File: src/core/dbgp_pkg.sv
// Constants shared by the debug processor and bus master ports.
// Assumes one system clock; all request ports come from same-clock logic.
package dbgp_pkg;
	localparam int ADDR_W = 32;
	localparam int DATA_W = 32;
	localparam int SEL_W = 4;
	localparam logic [SEL_W-1:0] SEL_NONE = 4'h0;
	localparam logic [ADDR_W-1:0] ADDR_ZERO = 32'h0000_0000;
	localparam logic [DATA_W-1:0] DATA_ZERO = 32'h0000_0000;
	// Fixed cycle-type attributes: classic single cycle, linear burst type
	localparam logic CAB_FIXED = 1'b0;
	localparam logic [2:0] CTI_CLASSIC = 3'h0;
	localparam logic [1:0] BTE_LINEAR = 2'h0;
	typedef enum logic [1:0] {
		DBGP_IDLE = 2'b00,
		DBGP_BUSY = 2'b01,
		DBGP_DONE = 2'b11
	} dbgp_state_t;
endpackage

File: src/core/dbgp_bus_master.sv
// Single-cycle bus master for debug memory access.
// Assumes a same-clock requester and a classic-cycle slave.
`timescale 1ns/1ps
module dbgp_bus_master (
	// Clock and reset
	input wire logic clk_sys,
	input wire logic sys_rst,
	// Requester side
	input wire logic req_valid,
	output logic req_ready,
	input wire logic req_write,
	input wire logic [dbgp_pkg::ADDR_W-1:0] req_addr,
	input wire logic [dbgp_pkg::SEL_W-1:0] req_sel,
	input wire logic [dbgp_pkg::DATA_W-1:0] req_wdata,
	output logic rsp_valid,
	output logic rsp_err,
	output logic [dbgp_pkg::DATA_W-1:0] rsp_rdata,
	// Bus master side
	output logic wb_cyc_o,
	output logic wb_stb_o,
	output logic wb_we_o,
	output logic [dbgp_pkg::ADDR_W-1:0] wb_adr_o,
	output logic [dbgp_pkg::SEL_W-1:0] wb_sel_o,
	output logic [dbgp_pkg::DATA_W-1:0] wb_dat_o,
	input wire logic [dbgp_pkg::DATA_W-1:0] wb_dat_i,
	input wire logic wb_ack_i,
	input wire logic wb_err_i,
	output logic wb_cab_o,
	output logic [2:0] wb_cti_o,
	output logic [1:0] wb_bte_o
);
	dbgp_pkg::dbgp_state_t state_reg, state_next;
	logic we_reg, we_next;
	logic [dbgp_pkg::ADDR_W-1:0] adr_reg, adr_next;
	logic [dbgp_pkg::SEL_W-1:0] sel_reg, sel_next;
	logic [dbgp_pkg::DATA_W-1:0] dat_reg, dat_next;
	logic [dbgp_pkg::DATA_W-1:0] rd_reg, rd_next;
	logic err_reg, err_next;

	////////////////////////////////////////////////////////////////
	assign req_ready = (state_reg == dbgp_pkg::DBGP_IDLE);
	assign rsp_valid = (state_reg == dbgp_pkg::DBGP_DONE);
	assign rsp_err = err_reg;
	assign rsp_rdata = rd_reg;
	assign wb_cyc_o = (state_reg == dbgp_pkg::DBGP_BUSY);
	assign wb_stb_o = (state_reg == dbgp_pkg::DBGP_BUSY);
	assign wb_we_o = we_reg;
	assign wb_adr_o = adr_reg;
	assign wb_sel_o = sel_reg;
	assign wb_dat_o = dat_reg;
	assign wb_cab_o = dbgp_pkg::CAB_FIXED;
	assign wb_cti_o = dbgp_pkg::CTI_CLASSIC;
	assign wb_bte_o = dbgp_pkg::BTE_LINEAR;

	always_comb begin
		state_next = state_reg;
		we_next = we_reg;
		adr_next = adr_reg;
		sel_next = sel_reg;
		dat_next = dat_reg;
		rd_next = rd_reg;
		err_next = err_reg;
		case (state_reg)
			dbgp_pkg::DBGP_IDLE: begin
				if (req_valid) begin
					state_next = dbgp_pkg::DBGP_BUSY;
					we_next = req_write;
					adr_next = req_addr;
					sel_next = req_sel;
					dat_next = req_wdata;
				end
			end
			dbgp_pkg::DBGP_BUSY: begin
				// Attributes held until termination; one beat per cycle only
				if (wb_ack_i || wb_err_i) begin
					state_next = dbgp_pkg::DBGP_DONE;
					err_next = wb_err_i;
					rd_next = wb_dat_i;
				end
			end
			dbgp_pkg::DBGP_DONE: begin
				state_next = dbgp_pkg::DBGP_IDLE;
			end
			default: begin
				state_next = dbgp_pkg::DBGP_IDLE;
			end
		endcase
	end

	always_ff @(posedge clk_sys or posedge sys_rst) begin
		if (sys_rst) begin
			state_reg <= dbgp_pkg::DBGP_IDLE;
			we_reg <= 1'b0;
			adr_reg <= dbgp_pkg::ADDR_ZERO;
			sel_reg <= dbgp_pkg::SEL_NONE;
			dat_reg <= dbgp_pkg::DATA_ZERO;
			rd_reg <= dbgp_pkg::DATA_ZERO;
			err_reg <= 1'b0;
		end else begin
			state_reg <= state_next;
			we_reg <= we_next;
			adr_reg <= adr_next;
			sel_reg <= sel_next;
			dat_reg <= dat_next;
			rd_reg <= rd_next;
			err_reg <= err_next;
		end
	end
endmodule // dbgp_bus_master

File: src/core/dbgp_ports.sv
// Debug module processor port and system bus master port.
// Sections: stall, breakpoint indication, register access, bus master.
// Assumes processor and bus run on clk_sys; requests come from same-clock logic.
// Assumes the processor acknowledges every strobe and the bus slave ends every cycle.
//
// What this block does
// - Drive stall high to halt the processor; it stays halted while high.
// - Assert register strobe with register address to request a processor register access.
// - Write enable high with write data for writes, low for reads.
// - Act as a bus master issuing cycles to memories and peripherals.
// - Issue only single, non-burst bus cycles.
// - Assert cycle and strobe with address, selects, write enable; slave ends with ack or error.
// - Drive burst attribute outputs at fixed constant values.
`timescale 1ns/1ps
module dbgp_ports (
	// Clock and reset
	input wire logic clk_sys,
	input wire logic sys_rst,
	// Stall control
	input wire logic stall_set,
	input wire logic stall_clear,
	output logic stall_active,
	output logic breakpoint_seen,
	// Processor register request
	input wire logic reg_req_valid,
	output logic reg_req_ready,
	input wire logic reg_req_write,
	input wire logic [dbgp_pkg::ADDR_W-1:0] reg_req_addr,
	input wire logic [dbgp_pkg::DATA_W-1:0] reg_req_wdata,
	output logic reg_rsp_valid,
	output logic [dbgp_pkg::DATA_W-1:0] reg_rsp_rdata,
	// Memory request
	input wire logic mem_req_valid,
	output logic mem_req_ready,
	input wire logic mem_req_write,
	input wire logic [dbgp_pkg::ADDR_W-1:0] mem_req_addr,
	input wire logic [dbgp_pkg::SEL_W-1:0] mem_req_sel,
	input wire logic [dbgp_pkg::DATA_W-1:0] mem_req_wdata,
	output logic mem_rsp_valid,
	output logic mem_rsp_err,
	output logic [dbgp_pkg::DATA_W-1:0] mem_rsp_rdata,
	// Processor debug port
	output logic cpu_stall,
	input wire logic cpu_breakpoint_hit,
	output logic cpu_stb,
	output logic cpu_we,
	output logic [dbgp_pkg::ADDR_W-1:0] cpu_adr,
	output logic [dbgp_pkg::DATA_W-1:0] cpu_dat_to,
	input wire logic [dbgp_pkg::DATA_W-1:0] cpu_dat_from,
	input wire logic cpu_ack,
	// System bus master port
	output logic wb_cyc_o,
	output logic wb_stb_o,
	output logic wb_we_o,
	output logic [dbgp_pkg::ADDR_W-1:0] wb_adr_o,
	output logic [dbgp_pkg::SEL_W-1:0] wb_sel_o,
	output logic [dbgp_pkg::DATA_W-1:0] wb_dat_o,
	input wire logic [dbgp_pkg::DATA_W-1:0] wb_dat_i,
	input wire logic wb_ack_i,
	input wire logic wb_err_i,
	output logic wb_cab_o,
	output logic [2:0] wb_cti_o,
	output logic [1:0] wb_bte_o
);
	logic stall_reg, stall_next;
	logic bp_reg, bp_next;
	dbgp_pkg::dbgp_state_t rstate_reg, rstate_next;
	logic rwe_reg, rwe_next;
	logic [dbgp_pkg::ADDR_W-1:0] radr_reg, radr_next;
	logic [dbgp_pkg::DATA_W-1:0] rdat_reg, rdat_next;
	logic [dbgp_pkg::DATA_W-1:0] rrd_reg, rrd_next;
	logic reg_idle;
	logic reg_busy;
	logic reg_done;

	////////////////////////////////////////////////////////////////
	// Stall
	// Stall is a level: the processor stays halted for as long as it is high
	assign cpu_stall = stall_reg;
	assign stall_active = stall_reg;

	always_comb begin
		stall_next = stall_reg;
		// Breakpoint wins over clear so the processor never runs past it
		if (stall_clear) begin
			stall_next = 1'b0;
		end
		if (stall_set || cpu_breakpoint_hit) begin
			stall_next = 1'b1;
		end
	end

	always_ff @(posedge clk_sys or posedge sys_rst) begin
		if (sys_rst) begin
			stall_reg <= 1'b0;
		end else begin
			stall_reg <= stall_next;
		end
	end

	////////////////////////////////////////////////////////////////
	// Breakpoint indication
	// Status copy only; the stall register reacts on the same edge
	assign breakpoint_seen = bp_reg;

	always_comb begin
		bp_next = cpu_breakpoint_hit;
	end

	always_ff @(posedge clk_sys or posedge sys_rst) begin
		if (sys_rst) begin
			bp_reg <= 1'b0;
		end else begin
			bp_reg <= bp_next;
		end
	end

	////////////////////////////////////////////////////////////////
	// Processor register access
	// Ready only while idle: a request offered while busy is dropped, not queued
	assign reg_idle = (rstate_reg == dbgp_pkg::DBGP_IDLE);
	assign reg_busy = (rstate_reg == dbgp_pkg::DBGP_BUSY);
	assign reg_done = (rstate_reg == dbgp_pkg::DBGP_DONE);
	assign reg_req_ready = reg_idle;
	// Response trails ack by one cycle because the read data is registered
	assign reg_rsp_valid = reg_done;
	assign reg_rsp_rdata = rrd_reg;
	assign cpu_stb = reg_busy;
	assign cpu_we = rwe_reg;
	assign cpu_adr = radr_reg;
	assign cpu_dat_to = rdat_reg;

	always_comb begin
		rstate_next = rstate_reg;
		rwe_next = rwe_reg;
		radr_next = radr_reg;
		rdat_next = rdat_reg;
		rrd_next = rrd_reg;
		case (rstate_reg)
			dbgp_pkg::DBGP_IDLE: begin
				if (reg_req_valid) begin
					rstate_next = dbgp_pkg::DBGP_BUSY;
					rwe_next = reg_req_write;
					radr_next = reg_req_addr;
					// Zero on reads so no stale write data reaches the processor
					rdat_next = reg_req_write ? reg_req_wdata : dbgp_pkg::DATA_ZERO;
				end
			end
			dbgp_pkg::DBGP_BUSY: begin
				// No timeout: a silent processor holds the strobe forever
				if (cpu_ack) begin
					rstate_next = dbgp_pkg::DBGP_DONE;
					// Writes keep the last read data for the requester
					if (!rwe_reg) begin
						rrd_next = cpu_dat_from;
					end
				end
			end
			dbgp_pkg::DBGP_DONE: begin
				// One-cycle response, then ready again
				rstate_next = dbgp_pkg::DBGP_IDLE;
			end
			default: begin
				// Unused code falls back to idle
				rstate_next = dbgp_pkg::DBGP_IDLE;
			end
		endcase
	end

	always_ff @(posedge clk_sys or posedge sys_rst) begin
		if (sys_rst) begin
			rstate_reg <= dbgp_pkg::DBGP_IDLE;
			rwe_reg <= 1'b0;
			radr_reg <= dbgp_pkg::ADDR_ZERO;
			rdat_reg <= dbgp_pkg::DATA_ZERO;
			rrd_reg <= dbgp_pkg::DATA_ZERO;
		end else begin
			rstate_reg <= rstate_next;
			rwe_reg <= rwe_next;
			radr_reg <= radr_next;
			rdat_reg <= rdat_next;
			rrd_reg <= rrd_next;
		end
	end

	////////////////////////////////////////////////////////////////
	// System bus master
	// Cycle attributes stay inside the bus master until ack or err ends the cycle
	dbgp_bus_master u_bus (
		// Clock and reset
		.clk_sys(clk_sys),
		.sys_rst(sys_rst),
		// Requester side
		.req_valid(mem_req_valid),
		.req_ready(mem_req_ready),
		.req_write(mem_req_write),
		.req_addr(mem_req_addr),
		.req_sel(mem_req_sel),
		.req_wdata(mem_req_wdata),
		.rsp_valid(mem_rsp_valid),
		.rsp_err(mem_rsp_err),
		.rsp_rdata(mem_rsp_rdata),
		// Bus master side
		.wb_cyc_o(wb_cyc_o),
		.wb_stb_o(wb_stb_o),
		.wb_we_o(wb_we_o),
		.wb_adr_o(wb_adr_o),
		.wb_sel_o(wb_sel_o),
		.wb_dat_o(wb_dat_o),
		.wb_dat_i(wb_dat_i),
		.wb_ack_i(wb_ack_i),
		.wb_err_i(wb_err_i),
		.wb_cab_o(wb_cab_o),
		.wb_cti_o(wb_cti_o),
		.wb_bte_o(wb_bte_o)
	);
endmodule // dbgp_ports

File: config.mk
export PLATFORM = sky130hd
export DESIGN_NAME = dbgp_ports
export DESIGN_NICKNAME = d
export VERILOG_FILES = /design/src/core/dbgp_pkg.sv /design/src/core/dbgp_bus_master.sv /design/src/core/dbgp_ports.sv
export SDC_FILE = /design/constraint.sdc
export NUM_CORES = 1
export LEC_CHECK = 0
export BUFFER_PORTS_ARGS = -buffer_cell sky130_fd_sc_hd__buf_2
export CAP_MARGIN = 5
export CORE_MARGIN = 2
export CORE_UTILIZATION = 25
export CTS_CLUSTER_DIAMETER = 150
export DETAILED_ROUTE_END_ITERATION = 10
export GPL_TIMING_DRIVEN = 0
export PLACE_DENSITY = 0.54
export SYNTH_ARGS = -nofsm -noshare
export SYNTH_HDL_FRONTEND = slang
export SYNTH_SLANG_ARGS = --single-unit
File: constraint.sdc
create_clock -name clk_sys -period 7.45 [get_ports clk_sys]
set_input_delay 0.3725 -clock clk_sys [delete_from_list [all_inputs] [get_ports clk_sys]]
set_output_delay 0.3725 -clock clk_sys [all_outputs]
set_load 0.05 [all_outputs]
== Word-level counts from Yosys, hierarchy flattened ==
Cells that the tools add are included.

* Bits in registers: 205
* Input port bits: 208
* Output and inout bits: 215
* Logic and storage cells: 43

* Eq/ne operators: 8
* Multiplexer cells: 9
* Bitwise operators: 1
* Reductions and logical operators: 11

{| class="wikitable"
|+ Operators with widths
! cell !! count
|-
| 32-bit 2-to-1 mux || 1
|-
| 2-bit AND reduction || 5
|-
| 2-bit 2-to-1 mux || 4
|-
| 2-bit one-hot mux with 2 select lines || 2
|-
| 2-bit by 1-bit == test with 1-bit output, second input constant || 2
|-
| 2-bit == test, second input constant || 2
|-
| 2-bit logical NOT || 2
|-
| 2-bit by 1-bit != test with 1-bit output, second input constant || 2
|-
| 2-bit != test, second input constant || 2
|-
| 3-bit AND reduction || 1
|-
| 1-bit logical OR || 2
|-
| 1-bit 2-to-1 mux || 2
|-
| 2-bit nonzero test || 1
|-
| 1-bit inverter || 1
|}

== Longest topological paths before layout ==
Gate-level depths: netlist of the first run.

* Word-level depth: 3
* Mapped depth: 6
* Gate-level depth less buffers: 3

== Hierarchy ==
Synthesis of the first run repeated with hierarchy kept, for this count alone.

* Cell total of the unflattened synthesis: 525
* Area, all modules: 8111.5 um2

{| class="wikitable"
|+ By module, submodules not included
! module !! instances !! cells an instance !! area each (um2) !! sequential area each (um2)
|-
| dbgp_ports || 1 || 290 || 4152.7 || 2527.4
|-
| dbgp_bus_master || 1 || 235 || 3958.8 || 2602.5
|}

== Worst setup path after synthesis of the first run ==
No wires, ideal clock.

* Path kind: register -> register
* Start point: reg u_bus.state_reg[0]
* End point: reg u_bus.adr_reg, in the netlist u_bus.wb_adr_o[0]
* Setup time: 0.125 ns
* Arrival time: 2.005 ns
* Required time: 7.325 ns
* Slack: 5.320 ns
* Cell stages (with the launch flop): 7
* Path buffers: 3
* Period minus slack after synthesis: 2.130 ns
* Path through: dfrtp_1 -> nor2_1 -> and2_1 -> buf_6 -> buf_6 -> buf_6 -> mux2_2

* Word-level cells in the longest chain between the ends: 2

{| class="wikitable"
|+ RTL lines
! item !! line !! source
|-
| from (decl) || dbgp_bus_master.sv:32 || <nowiki>dbgp_pkg::dbgp_state_t state_reg, state_next;</nowiki>
|-
| from (signal assigned) || dbgp_bus_master.sv:92 || <nowiki>state_reg <= dbgp_pkg::DBGP_IDLE;</nowiki>
|-
| from (signal assigned) || dbgp_bus_master.sv:100 || <nowiki>state_reg <= state_next;</nowiki>
|-
| 2-bit logical NOT || - ||
|-
| net mem_req_ready || dbgp_ports.sv:34 || <nowiki>output logic mem_req_ready,</nowiki>
|-
| 2-bit AND reduction (no source line) || - ||
|-
| to (signal assigned) || dbgp_bus_master.sv:94 || <nowiki>adr_reg <= dbgp_pkg::ADDR_ZERO;</nowiki>
|-
| to (signal assigned) || dbgp_bus_master.sv:102 || <nowiki>adr_reg <= adr_next;</nowiki>
|-
| to (decl) || dbgp_bus_master.sv:34 || <nowiki>logic [dbgp_pkg::ADDR_W-1:0] adr_reg, adr_next;</nowiki>
|}

The timed path passes the listed nets, and every way through them passes these cells.
A chain may end at the register's enable or synchronous reset.

== Worst setup path in the final report of the first run ==
* Start point: reg u_bus.state_reg[1]
* End point: out wb_stb_o

* Word-level cells in the longest chain between the ends: 1

{| class="wikitable"
|+ RTL lines
! item !! line !! source
|-
| 2-bit by 1-bit == test with 1-bit output || dbgp_bus_master.sv:46 || <nowiki>assign wb_stb_o = (state_reg == dbgp_pkg::DBGP_BUSY);</nowiki>
|-
| to (decl) || dbgp_ports.sv:53 || <nowiki>output logic wb_stb_o,</nowiki>
|}

No other way between the ends.

==> metrics.md, run 1 <==
| Metric | Value |
|---|---|
| Total Neg Setup Slack | 0 ns |
| Initial Util | 25.39% |
| Via count | 5725 |
| Outcome | complete, no violations |
| Unique masters post-synth | 20 |
| Final nets | roughly 1200 |
| HPWL Detailed | about 17 mm |
| DR DRC count | 0 |
| Avg Inst Size Synth | roughly 15 um2 |
| Crit start category | register |
| Final setup violation count | 0 |
| Clock sinks | between 200 and 250 |
| Skew-Pair Late Insertion Delay | 0.50 ns |
| Commonest non-fill, non-tap cell in the layout | buf_2 |
| Placeable Area | 0.03147 mm2 |
| Total global routing overflow | 0 |
| CTS clk-pin slew, worst paths | about 0.060 ns |
| Core Util, Final | a little over a third |
| Critical path depth | 3 |
| Max-cap violations | 0 |
| Crit-path leading delay family | flip-flops |
| Reg2Reg Depth | 5 |
| PostCTS Resize Cnt | 0 |
| H-tree Lvls | 1 |
| Fmax | roughly 0.5 GHz |
| Routed wire per std cell | about 16 um |
| Pre-antenna DRT Iters | 4 |
| CP Class | reg -> out |
| Yosys top cell by area | dfrtp_1 |
| Crit path largest cell delay | 0.40 ns |
| First-pass GRT wire length | 33.26 mm |
| Crit end category | output pin |
| FF-to-FF End | u_bus.rsp_rdata[23] |
| #FFs+latches synth | a little over 200 |
| Post-route insts no fill | approximately 1400 |
| Post-Route WL | about 22 mm |
| Buf/Inv on CP | 2 |
| Post-DRT Antenna Nets | 0 |
| Critical-path cell list | and2b_1 -> buf_4 -> buf_2 |
| Number of core rows | between 60 and 70 |
| Setup Skew | between 0.006 and 0.007 ns |
| Reg2reg setup slack | 5.81 ns |
| Die Ht | 182.8 um |
| Cells after synthesis | ~530 |
| Max-slew headroom | 55.47% |
| Crit Reg-Reg Startpoint | u_bus.state_reg[1] |
| Final min period | just under 2 ns |
| Cell area after synthesis | about 0.008 mm2 |
| CP max stage cell | dfrtp_1 |
| # Post-CTS Setup Buffers | 0 |
| Initial antenna violation count | 1 |
| I/O Buffers | 415 |
| Hold Fails Final Rpt | 0 |
| GPL Wtd Cong | 0.7404 |
| DIE WIDTH | 182.8 um |
| Hold Crit Start | stall_clear |
| Layout cell share with drive strength beyond 1 | 66.03% |
| GR Util All Layers | between 10% and 20% |
| Crit path max fanout | 5 |
| Most frequent cells in the layout | buf_2 (420), dfrtp_1 (205), mux2_2 (128) |
| Placed cell count | 1352 |
| Area share of the largest cell type after synthesis | between 60 and 70% |
| CTS Buffer Depth | 3 |
| CTS Buf Count | 23 |
| Number of diodes | 0 |
| CTS tree | built |
| Register area share after synthesis | between 60% and 70% |
| Synth area leaders | dfrtp_1 (64%), mux2_2 (18%), mux2_4 (7.1%), nand2_1 (3.1%), buf_6 (2.5%) |
| Hold_buf cts | 2 |
| Largest net degree at the start of global routing | approximately 120 |
| Multi-input logic area | approximately 0.0025 mm2 |
| Worst hold margin | approximately 0.062 ns |
| Worst setup path startpoint | u_bus.state_reg[1] |
| Reg area | slightly above 0.005 mm2 |
| Slew Viols, Final | 0 |
| I/O pin count | 423 |
| Capture point of the worst path | wb_stb_o |
| Root buffer cell | clkbuf_16 |
| DR iter-0 viols | 92 |
| Synth warnings | 0 |
| Tcrit/Tclk final | around a quarter |
| Worst-Margin Slew | 0.6679 ns |
| CP Data Required Time | approximately 7 ns |
| RSZ-0062 raised after global routing | false |
| Area grow syn2layout | 43.17% |
| Number of global-route vias before repair | roughly 6000 |
| Vias/cell | around 4.1 |
| Hold Path Class | in -> reg |
| DIE AREA | roughly 0.033 mm2 |
| Filler Cell Count | around 3200 |
| CP arrival | about 1.6 ns |
## metrics by stage
| stage | worst slack [ns] | cell area [um2] |
|---|---|---|
| after detailed placement | 5.768 | 10650 |
| after floorplan | 1.482 | 8009 |
| after global placement | -1.248 | 10590 |
| after global routing | 5.402 | 11440 |
| after CTS | 5.447 | 11440 |
| final | 5.467 | 11440 |
## cell usage after synthesis
cell type and count:
buf_6 18, nor2b_1 1, o21ai_0 33, mux2_4 38, buf_2 5, or3b_1 1
buf_4 9, nor2b_4 1, conb_1 1, nor2_1 7, nand2_1 65, and3b_1 1
mux2_2 128, clkbuf_1 7, dfrtp_1 205, a22o_1 1, inv_1 2, o21a_1 1
and2_1 3, and2b_1 1
## per-layer routing
layer,GRT usage [%],up-vias,routed length (um)
met3,4.110,51,2151
met2,22.11,286,10790
met5,0,-,16
met4,4.864,2,740
li1,-,2677,-
met1,14.31,2709,8616
## area by class of cell
| type | count | area share [%] |
|---|---|---|
| clock inverter | 6 | 0.5359 |
| tap | 402 | 4.397 |
| buffer | 39 | 2.811 |
| clock buffer | 34 | 6.180 |
| sequential | 205 | 44.84 |
| multi-input combinational | 287 | 22.29 |
| timing repair buffer | 419 | 18.81 |
| inverter | 2 | 0.1312 |
## worst min path at each step
stage	endpoint	slack (ns)	depth (start not counted)
final	cpu_stall	0.06	2
after CTS	cpu_stall	0.03	2
after floorplan	breakpoint_seen	0.40	0
after global routing	cpu_stall	0.06	3
after global placement	u_bus.state_reg[0]	0.45	1
after detailed placement	breakpoint_seen	0.26	2
## cell families (layout without fill, tap and decap cells)
group	after synthesis	in the layout	share of synthesized area, %
DFF	205	205	64.20
muxes	166	166	25.18
and+or+nand+nor	80	80	4.181
buffers and inverters	41	500	4.118
AOI/OAI and AO/OA	35	35	2.271
other	1	6	0.04693
Power of run 1 is not shown: default switching activity piles up to over one toggle a cycle in this logic, so the estimate is an artifact.
==> run 2, diff against run 1 <==
- clock period: 7.45 -> 1.83 ns (I/O delays scaled with it)
==> run 2 against run 1 <==
  * Design area up 18%
  * Global-route usage rose by 1.8 points
  * Worst hold slack better by 0.048 ns
  * First-iteration DRC count increased by 83%
  * Setup slack lost 5.3 ns
  * Via count increased by 15%
  * Utilization up 6.6 points
  * Sequential share of layout area is 6.9 points lower
  * Wire length up 12%
  * Sequential cell count did not move
  * Non-clock buffer count is 210 higher
==> metrics.md, run 2 (synthesis gave the netlist of run 1 again) <==
| Metric | Value |
|---|---|
| Outcome | complete, no violations (unchanged) |
| CP Class | reg -> out (unchanged) |
| Most frequent cells in the layout | buf_2 (420), dlygate4sd3_1 (208), dfrtp_1 (205) (was buf_2 (420), dfrtp_1 (205), mux2_2 (128)) |
| Skew-Pair Late Insertion Delay | 0.50 ns (about the same) |
| # Post-CTS Setup Buffers | 0 (unchanged) |
| Reg2Reg Depth | 4 (was 5) |
| Number of core rows | 65 (unchanged) |
| RSZ-0062 raised after global routing | false (unchanged) |
| Root buffer cell | clkbuf_16 (unchanged) |
| Hold Crit Start | wb_ack_i (was stall_clear) |
| Placeable Area | 0.03147 mm2 (unchanged) |
| DIE WIDTH | 182.8 um (unchanged) |
| Total Neg Setup Slack | 0 ns (unchanged) |
| Number of diodes | 0 (unchanged) |
| Commonest non-fill, non-tap cell in the layout | buf_2 (unchanged) |
| Hold Crit Endpoint | u_bus.rsp_rdata[31] (was cpu_stall) |
| Crit path max fanout | 5 (unchanged) |
| Final nets | 1395 (was 1185) |
| Largest net degree at the start of global routing | 39 (was 121) |
| Final setup violation count | 0 (unchanged) |
| Area grow syn2layout | 69.32% (was 43.17%) |
| Post-route insts no fill | 1603 (was 1394) |
| HPWL Detailed | 17.51 mm (was 16.81 mm) |
| Sequential share of power | 28.8% |
| Pint | roughly 14 mW |
| Crit end category | output pin (unchanged) |
| Post-Route WL | 25.07 mm (was 22.32 mm) |
| DIE AREA | 0.03341 mm2 (unchanged) |
| DR DRC count | 0 (unchanged) |
| Leak | around 6.7 nW |
| CTS Buf Count | 23 (unchanged) |
| Switching part of the total | about half |
| CTS clk-pin slew, worst paths | 0.06 ns (about the same) |
| Final min period | 1.707 ns |
| Setup WS pre-CTS | 0.1178 ns (was 5.768 ns) |
| Final WS setup | 0.1234 ns (was 5.467 ns) |
| Layout cell share with drive strength beyond 1 | 54.54% (was 66.03%) |
| Peak supply drop | ~0.00081 V |
| Clk pwr share | around 17% |
| Vias/cell | 4.116 (was 4.107) |
| Clock sinks | 205 (unchanged) |
| Via count | 6598 (was 5725) |
| Switching power | between 10 and 15 mW |
| GPL Wtd Cong | 0.7479 (was 0.7404) |
| H-tree Lvls | 1 (unchanged) |
| Hold Path Class | in -> reg (unchanged) |
| Initial Util | 25.39% (unchanged) |
| CTS tree | built (unchanged) |
| Post-DRT Antenna Nets | 0 (unchanged) |
| Slew Viols, Final | 0 (unchanged) |
| PD cells | 1997 mW/mm2 |
| Routed wire per std cell | 15.64 um (was 16.01 um) |
| Crit Reg-Reg Startpoint | u_bus.state_reg[1] (unchanged) |
| GR Util All Layers | 14.42% (was 12.62%) |
| Max-cap violations | 0 (unchanged) |
| Placed cell count | 1356 (was 1352) |
| Pre-antenna DRT Iters | 6 (was 4) |
| Number of global-route vias before repair | 7186 (was 5962) |
| DR iter-0 viols | 168 (was 92) |
| Fmax | 0.5860 GHz |
| I/O Buffers | 415 (unchanged) |
| Reg2reg setup slack | 0.17 ns (was 5.81 ns) |
| Combinational share of power | a little over half |
| CTS Buffer Depth | 3 (unchanged) |
| Hold Fails Final Rpt | 0 (unchanged) |
| I/O pin count | 423 (unchanged) |
| CP arrival | 1.62 ns (was 1.61 ns) |
| FF-to-FF End | u_bus.rsp_err (was u_bus.rsp_rdata[23]) |
| Setup Skew | 0.01185 ns (was 0.006646 ns) |
| Tcrit/Tclk final | between 90% and 100% |
| Crit start category | register (unchanged) |
| Cells on Worst Hold Path | 4 (was 2) |
| Initial antenna violation count | 0 (was 1) |
| First-pass GRT wire length | 38.60 mm (was 33.26 mm) |
| CP Data Required Time | 1.74 ns (was 7.08 ns) |
| Total global routing overflow | 0 (unchanged) |
| Die Ht | 182.8 um (unchanged) |
==> run 2: cell count changes in the layout (fill, tap and decap cells not counted), sizes merged, moves of 2 or more <==
| cell | delta |
|---|---|
| buf | +4 |
| clkbuf | +5 |
| clkinv | -4 |
| dlygate4sd3 | +206 |
| inv | -2 |
==> run 2: per-stage QoR <==
step	utilization, %	power [mW]	cell area (um2)	hold WS (ns)
3_3_place_gp	33.68	22.09	10600	0.2154
2_1_floorplan	-	18.74	8020	0.1229
5_1_grt	42.99	28.24	13530	0.1077
3_5_place_dp	34.06	22.24	10720	0.1191
4_1_cts	42.98	27.19	13530	0.08359
6_report	42.99	27.01	13530	0.1097
==> run 2: what timing repair did <==
item | 4_1_cts | 5_1_grt
endpoints found under the setup margin | 0 | 1
endpoints found under the hold margin | 275 | 0
hold buffers | 208 | 0
resized for setup | 0 | 1
==> run 2: area by class of cell <==
cell class              count  area (um2)
fillers                  2913       17940
repair buffers            629        4279
well taps                 402       503.0
clock buffers              39       725.7
inverters                   2       11.26
plain buffers              39       321.6
flip-flops and latches    205        5130
multi-input cells         287        2559
==> run 2: power by group through the flow <==
stage                     sequential [mW]  combinational [mW]  clock, mW
final                                7.78                14.8       4.47
after detailed placement             7.80                14.4          0
after global routing                 8.07                15.4       4.81
after CTS                            7.76                14.8       4.61
after floorplan                      15.2                3.52          0
after global placement               7.73                14.4          0
==> run 2: worst max-delay path by stage <==
stage                       start                   to  slack (ns)  depth (start not counted)
3_3_place_gp              sys_rst  u_bus.rsp_rdata[20]       -2.40                          2
4_1_cts        u_bus.state_reg[1]             wb_stb_o        0.02                          3
6_report       u_bus.state_reg[1]             wb_stb_o        0.12                          3
3_5_place_dp   u_bus.state_reg[1]  u_bus.rsp_rdata[13]        0.12                          5
5_1_grt        u_bus.state_reg[1]             wb_stb_o        0.06                          3
2_1_floorplan             sys_rst      breakpoint_seen       -0.92                          1
==> run 2: routing by layer <==
metal | track usage [%] | wire length [um]
met3 | 3.535 | 1879
met1 | 15.70 | 9451
met5 | 0 | 0
met4 | 4.320 | 605
met2 | 27.51 | 13140
==> run 2: critical path: stages, from the launching register on <==
cell     delay (ns)
dfrtp_1        0.42
and2b_2        0.31
buf_4          0.13
buf_2          0.25
Note: power is estimated with default switching activity, not from simulation.
==> run 3, diff against run 2 <==
--- a/config.mk
+++ b/config.mk
@@ -14,3 +14,3 @@
 export GPL_TIMING_DRIVEN = 0
-export PLACE_DENSITY = 0.54
+export PLACE_DENSITY = 0.5
 export SYNTH_ARGS = -nofsm -noshare
--- a/constraint.sdc
+++ b/constraint.sdc
@@ -3,2 +3,2 @@
 set_output_delay 0.0915 -clock clk_sys [all_outputs]
-set_load 0.05 [all_outputs]
+set_load 0.1 [all_outputs]
==> run 3 against run 2 <==
  * Critical path depth stayed put
  * Register-to-register slack better by 0.03 ns
  * Clock-buffer cell count is 4 lower
  * Largest cell class unchanged
  * Utilization is 1.1 points higher
  * Critical endpoint unchanged
  * Sequential share of layout area is 0.95 points lower
  * Worst hold slack worse by 0.040 ns
  * Design area is 2.6% higher
  * Via count is 0.79% lower
==> metrics.md, run 3 (synthesis gave the netlist of run 1 again) <==
| Metric | Value |
|---|---|
| CTS tree | built (unchanged) |
| Max-cap violations | 0 (unchanged) |
| Post-Route WL | 25.18 mm (was 25.07 mm) |
| I/O pin count | 423 (unchanged) |
| Final nets | 1395 (unchanged) |
| Vias/cell | 4.081 (was 4.116) |
| Number of diodes | 0 (unchanged) |
| Fmax | 0.5852 GHz (was 0.5860 GHz) |
| Post-DRT Antenna Nets | 0 (unchanged) |
| H-tree Lvls | 1 (unchanged) |
| Hold Fails Final Rpt | 0 (unchanged) |
| GPL Wtd Cong | 0.7617 (was 0.7479) |
| Cells on Worst Hold Path | 2 (was 4) |
| Hold Crit Endpoint | cpu_we (was u_bus.rsp_rdata[31]) |
| Final WS setup | 0.1210 ns (was 0.1234 ns) |
| Clock sinks | 205 (unchanged) |
| Initial antenna violation count | 0 (unchanged) |
| Crit Reg-Reg Startpoint | u_bus.state_reg[1] (unchanged) |
| Most numerous cell on the critical path | buf_4 |
| CP arrival | 1.62 ns (about the same) |
| Setup WS pre-CTS | 0.2215 ns (was 0.1178 ns) |
| Final min period | 1.709 ns (was 1.707 ns) |
| Initial Util | 25.39% (unchanged) |
| Via count | 6546 (was 6598) |
| CTS clk-pin slew, worst paths | 0.06 ns (about the same) |
| Area grow syn2layout | 73.66% (was 69.32%) |
| Total global routing overflow | 0 (unchanged) |
| Post-route insts no fill | 1604 (was 1603) |
| Routed wire per std cell | 15.70 um (was 15.64 um) |
| Largest net degree at the start of global routing | 42 (was 39) |
| Hold Path Class | in -> reg (unchanged) |
| GR Util All Layers | 14.38% (was 14.42%) |
| Most frequent cells in the layout | buf_2 (413), dlygate4sd3_1 (208), dfrtp_1 (205) (was buf_2 (420), dlygate4sd3_1 (208), dfrtp_1 (205)) |
| Critical-path cell list | and2b_4 -> buf_4 -> buf_4 (was and2b_2 -> buf_4 -> buf_2) |
| Crit path largest cell delay | 0.42 ns (about the same) |
| DIE WIDTH | 182.8 um (unchanged) |
| CTS Buffer Depth | 3 (unchanged) |
| DR DRC count | 0 (unchanged) |
| Number of global-route vias before repair | 7015 (was 7186) |
| DR iter-0 viols | 172 (was 168) |
| Root buffer cell | clkbuf_16 (unchanged) |
| FF-to-FF End | u_bus.rsp_err (unchanged) |
| Crit path max fanout | 5 (unchanged) |
| Slew Viols, Final | 0 (unchanged) |
| CTS Buf Count | 24 (was 23) |
| Final setup violation count | 0 (unchanged) |
| RSZ-0062 raised after global routing | false (unchanged) |
| HPWL Detailed | 17.21 mm (was 17.51 mm) |
| Core Util, Final | 44.09% (was 42.99%) |
| Max-slew headroom | 49.07% |
| CP Data Required Time | 1.74 ns (about the same) |
| Tcrit/Tclk final | 93.39% (was 93.26%) |
| DIE AREA | 0.03341 mm2 (unchanged) |
| Hold Crit Start | reg_req_write (was wb_ack_i) |
| Setup Skew | 0.01332 ns (was 0.01185 ns) |
| Skew-Pair Late Insertion Delay | 0.51 ns (was 0.50 ns) |
| Placeable Area | 0.03147 mm2 (unchanged) |
| Commonest non-fill, non-tap cell in the layout | buf_2 (unchanged) |
| CP max stage cell | dfrtp_1 (unchanged) |
| Outcome | complete, no violations (unchanged) |
| First-pass GRT wire length | 38.66 mm (was 38.60 mm) |
| Reg2reg setup slack | 0.20 ns (was 0.17 ns) |
| Crit start category | register (unchanged) |
| CP Class | reg -> out (unchanged) |
| Layout cell share with drive strength beyond 1 | 54.91% (was 54.54%) |
| Die Ht | 182.8 um (unchanged) |
| Placed cell count | 1355 (was 1356) |
| Number of core rows | 65 (unchanged) |
| Crit end category | output pin (unchanged) |
| Worst-Margin Slew | 0.7623 ns |
| I/O Buffers | 415 (unchanged) |
| Reg2Reg Depth | 4 (unchanged) |
| Pre-antenna DRT Iters | 4 (was 6) |
==> run 3: metal layers <==
metal  GRT usage, %  vias to the layer above  wire, um
met5              0                        -         0
met4          4.928                        0       841
met3          2.959                       45      1389
met2          26.07                      237     12960
met1          16.91                     3169      9986
li1               -                     3095         -
==> run 3: worst max-delay path by stage <==
stage / from / end / slack [ns]
global route: u_bus.state_reg[1] / wb_stb_o / 0.06
global placement: sys_rst / u_bus.wb_adr_o[9] / -2.49
floorplan: sys_rst / breakpoint_seen / -0.92
finish: u_bus.state_reg[1] / wb_stb_o / 0.12
CTS: u_bus.state_reg[1] / wb_cyc_o / 0.02
detailed placement: rstate_reg[0] / cpu_dat_to[1] / 0.22
==> run 3: repair_timing <==
item | in CTS | in global routing
endpoints found under the setup margin | 1 | 1
gates resized for setup | 1 | 1
hold buffers | 208 | 0
setup buffers | 0 | 0
endpoints found under the hold margin | 232 | 0
==> run 3: critical path: cells and delay by family (launching register included) <==
family | cells | cell delay, ns
DFF | 1 | 0.42
and+or+nand+nor | 1 | 0.30
buffers and inverters | 2 | 0.38
==> run 3: layout make-up <==
class,instances,area (um2)
Clock buffer,35,713.2
Inverter,2,11.26
Multi-Input combinational cell,287,2813
Tap cell,402,503.0
Fill cell,2918,17600
Buffer,39,382.9
Sequential cell,205,5130
Clock inverter,6,58.81
Timing Repair Buffer,628,4264
==> run 3: stage by stage <==
step	area (um2)	TNS, ns	hold WS, ns
5_1_grt	13880	0	0.09167
2_1_floorplan	8337	-193.83	0.1229
6_report	13880	0	0.07020
3_5_place_dp	11020	0	0.2201
3_3_place_gp	10920	-504.87	0.2144
4_1_cts	13870	0	0.04816
Power of run 3 is left out for the same reason.
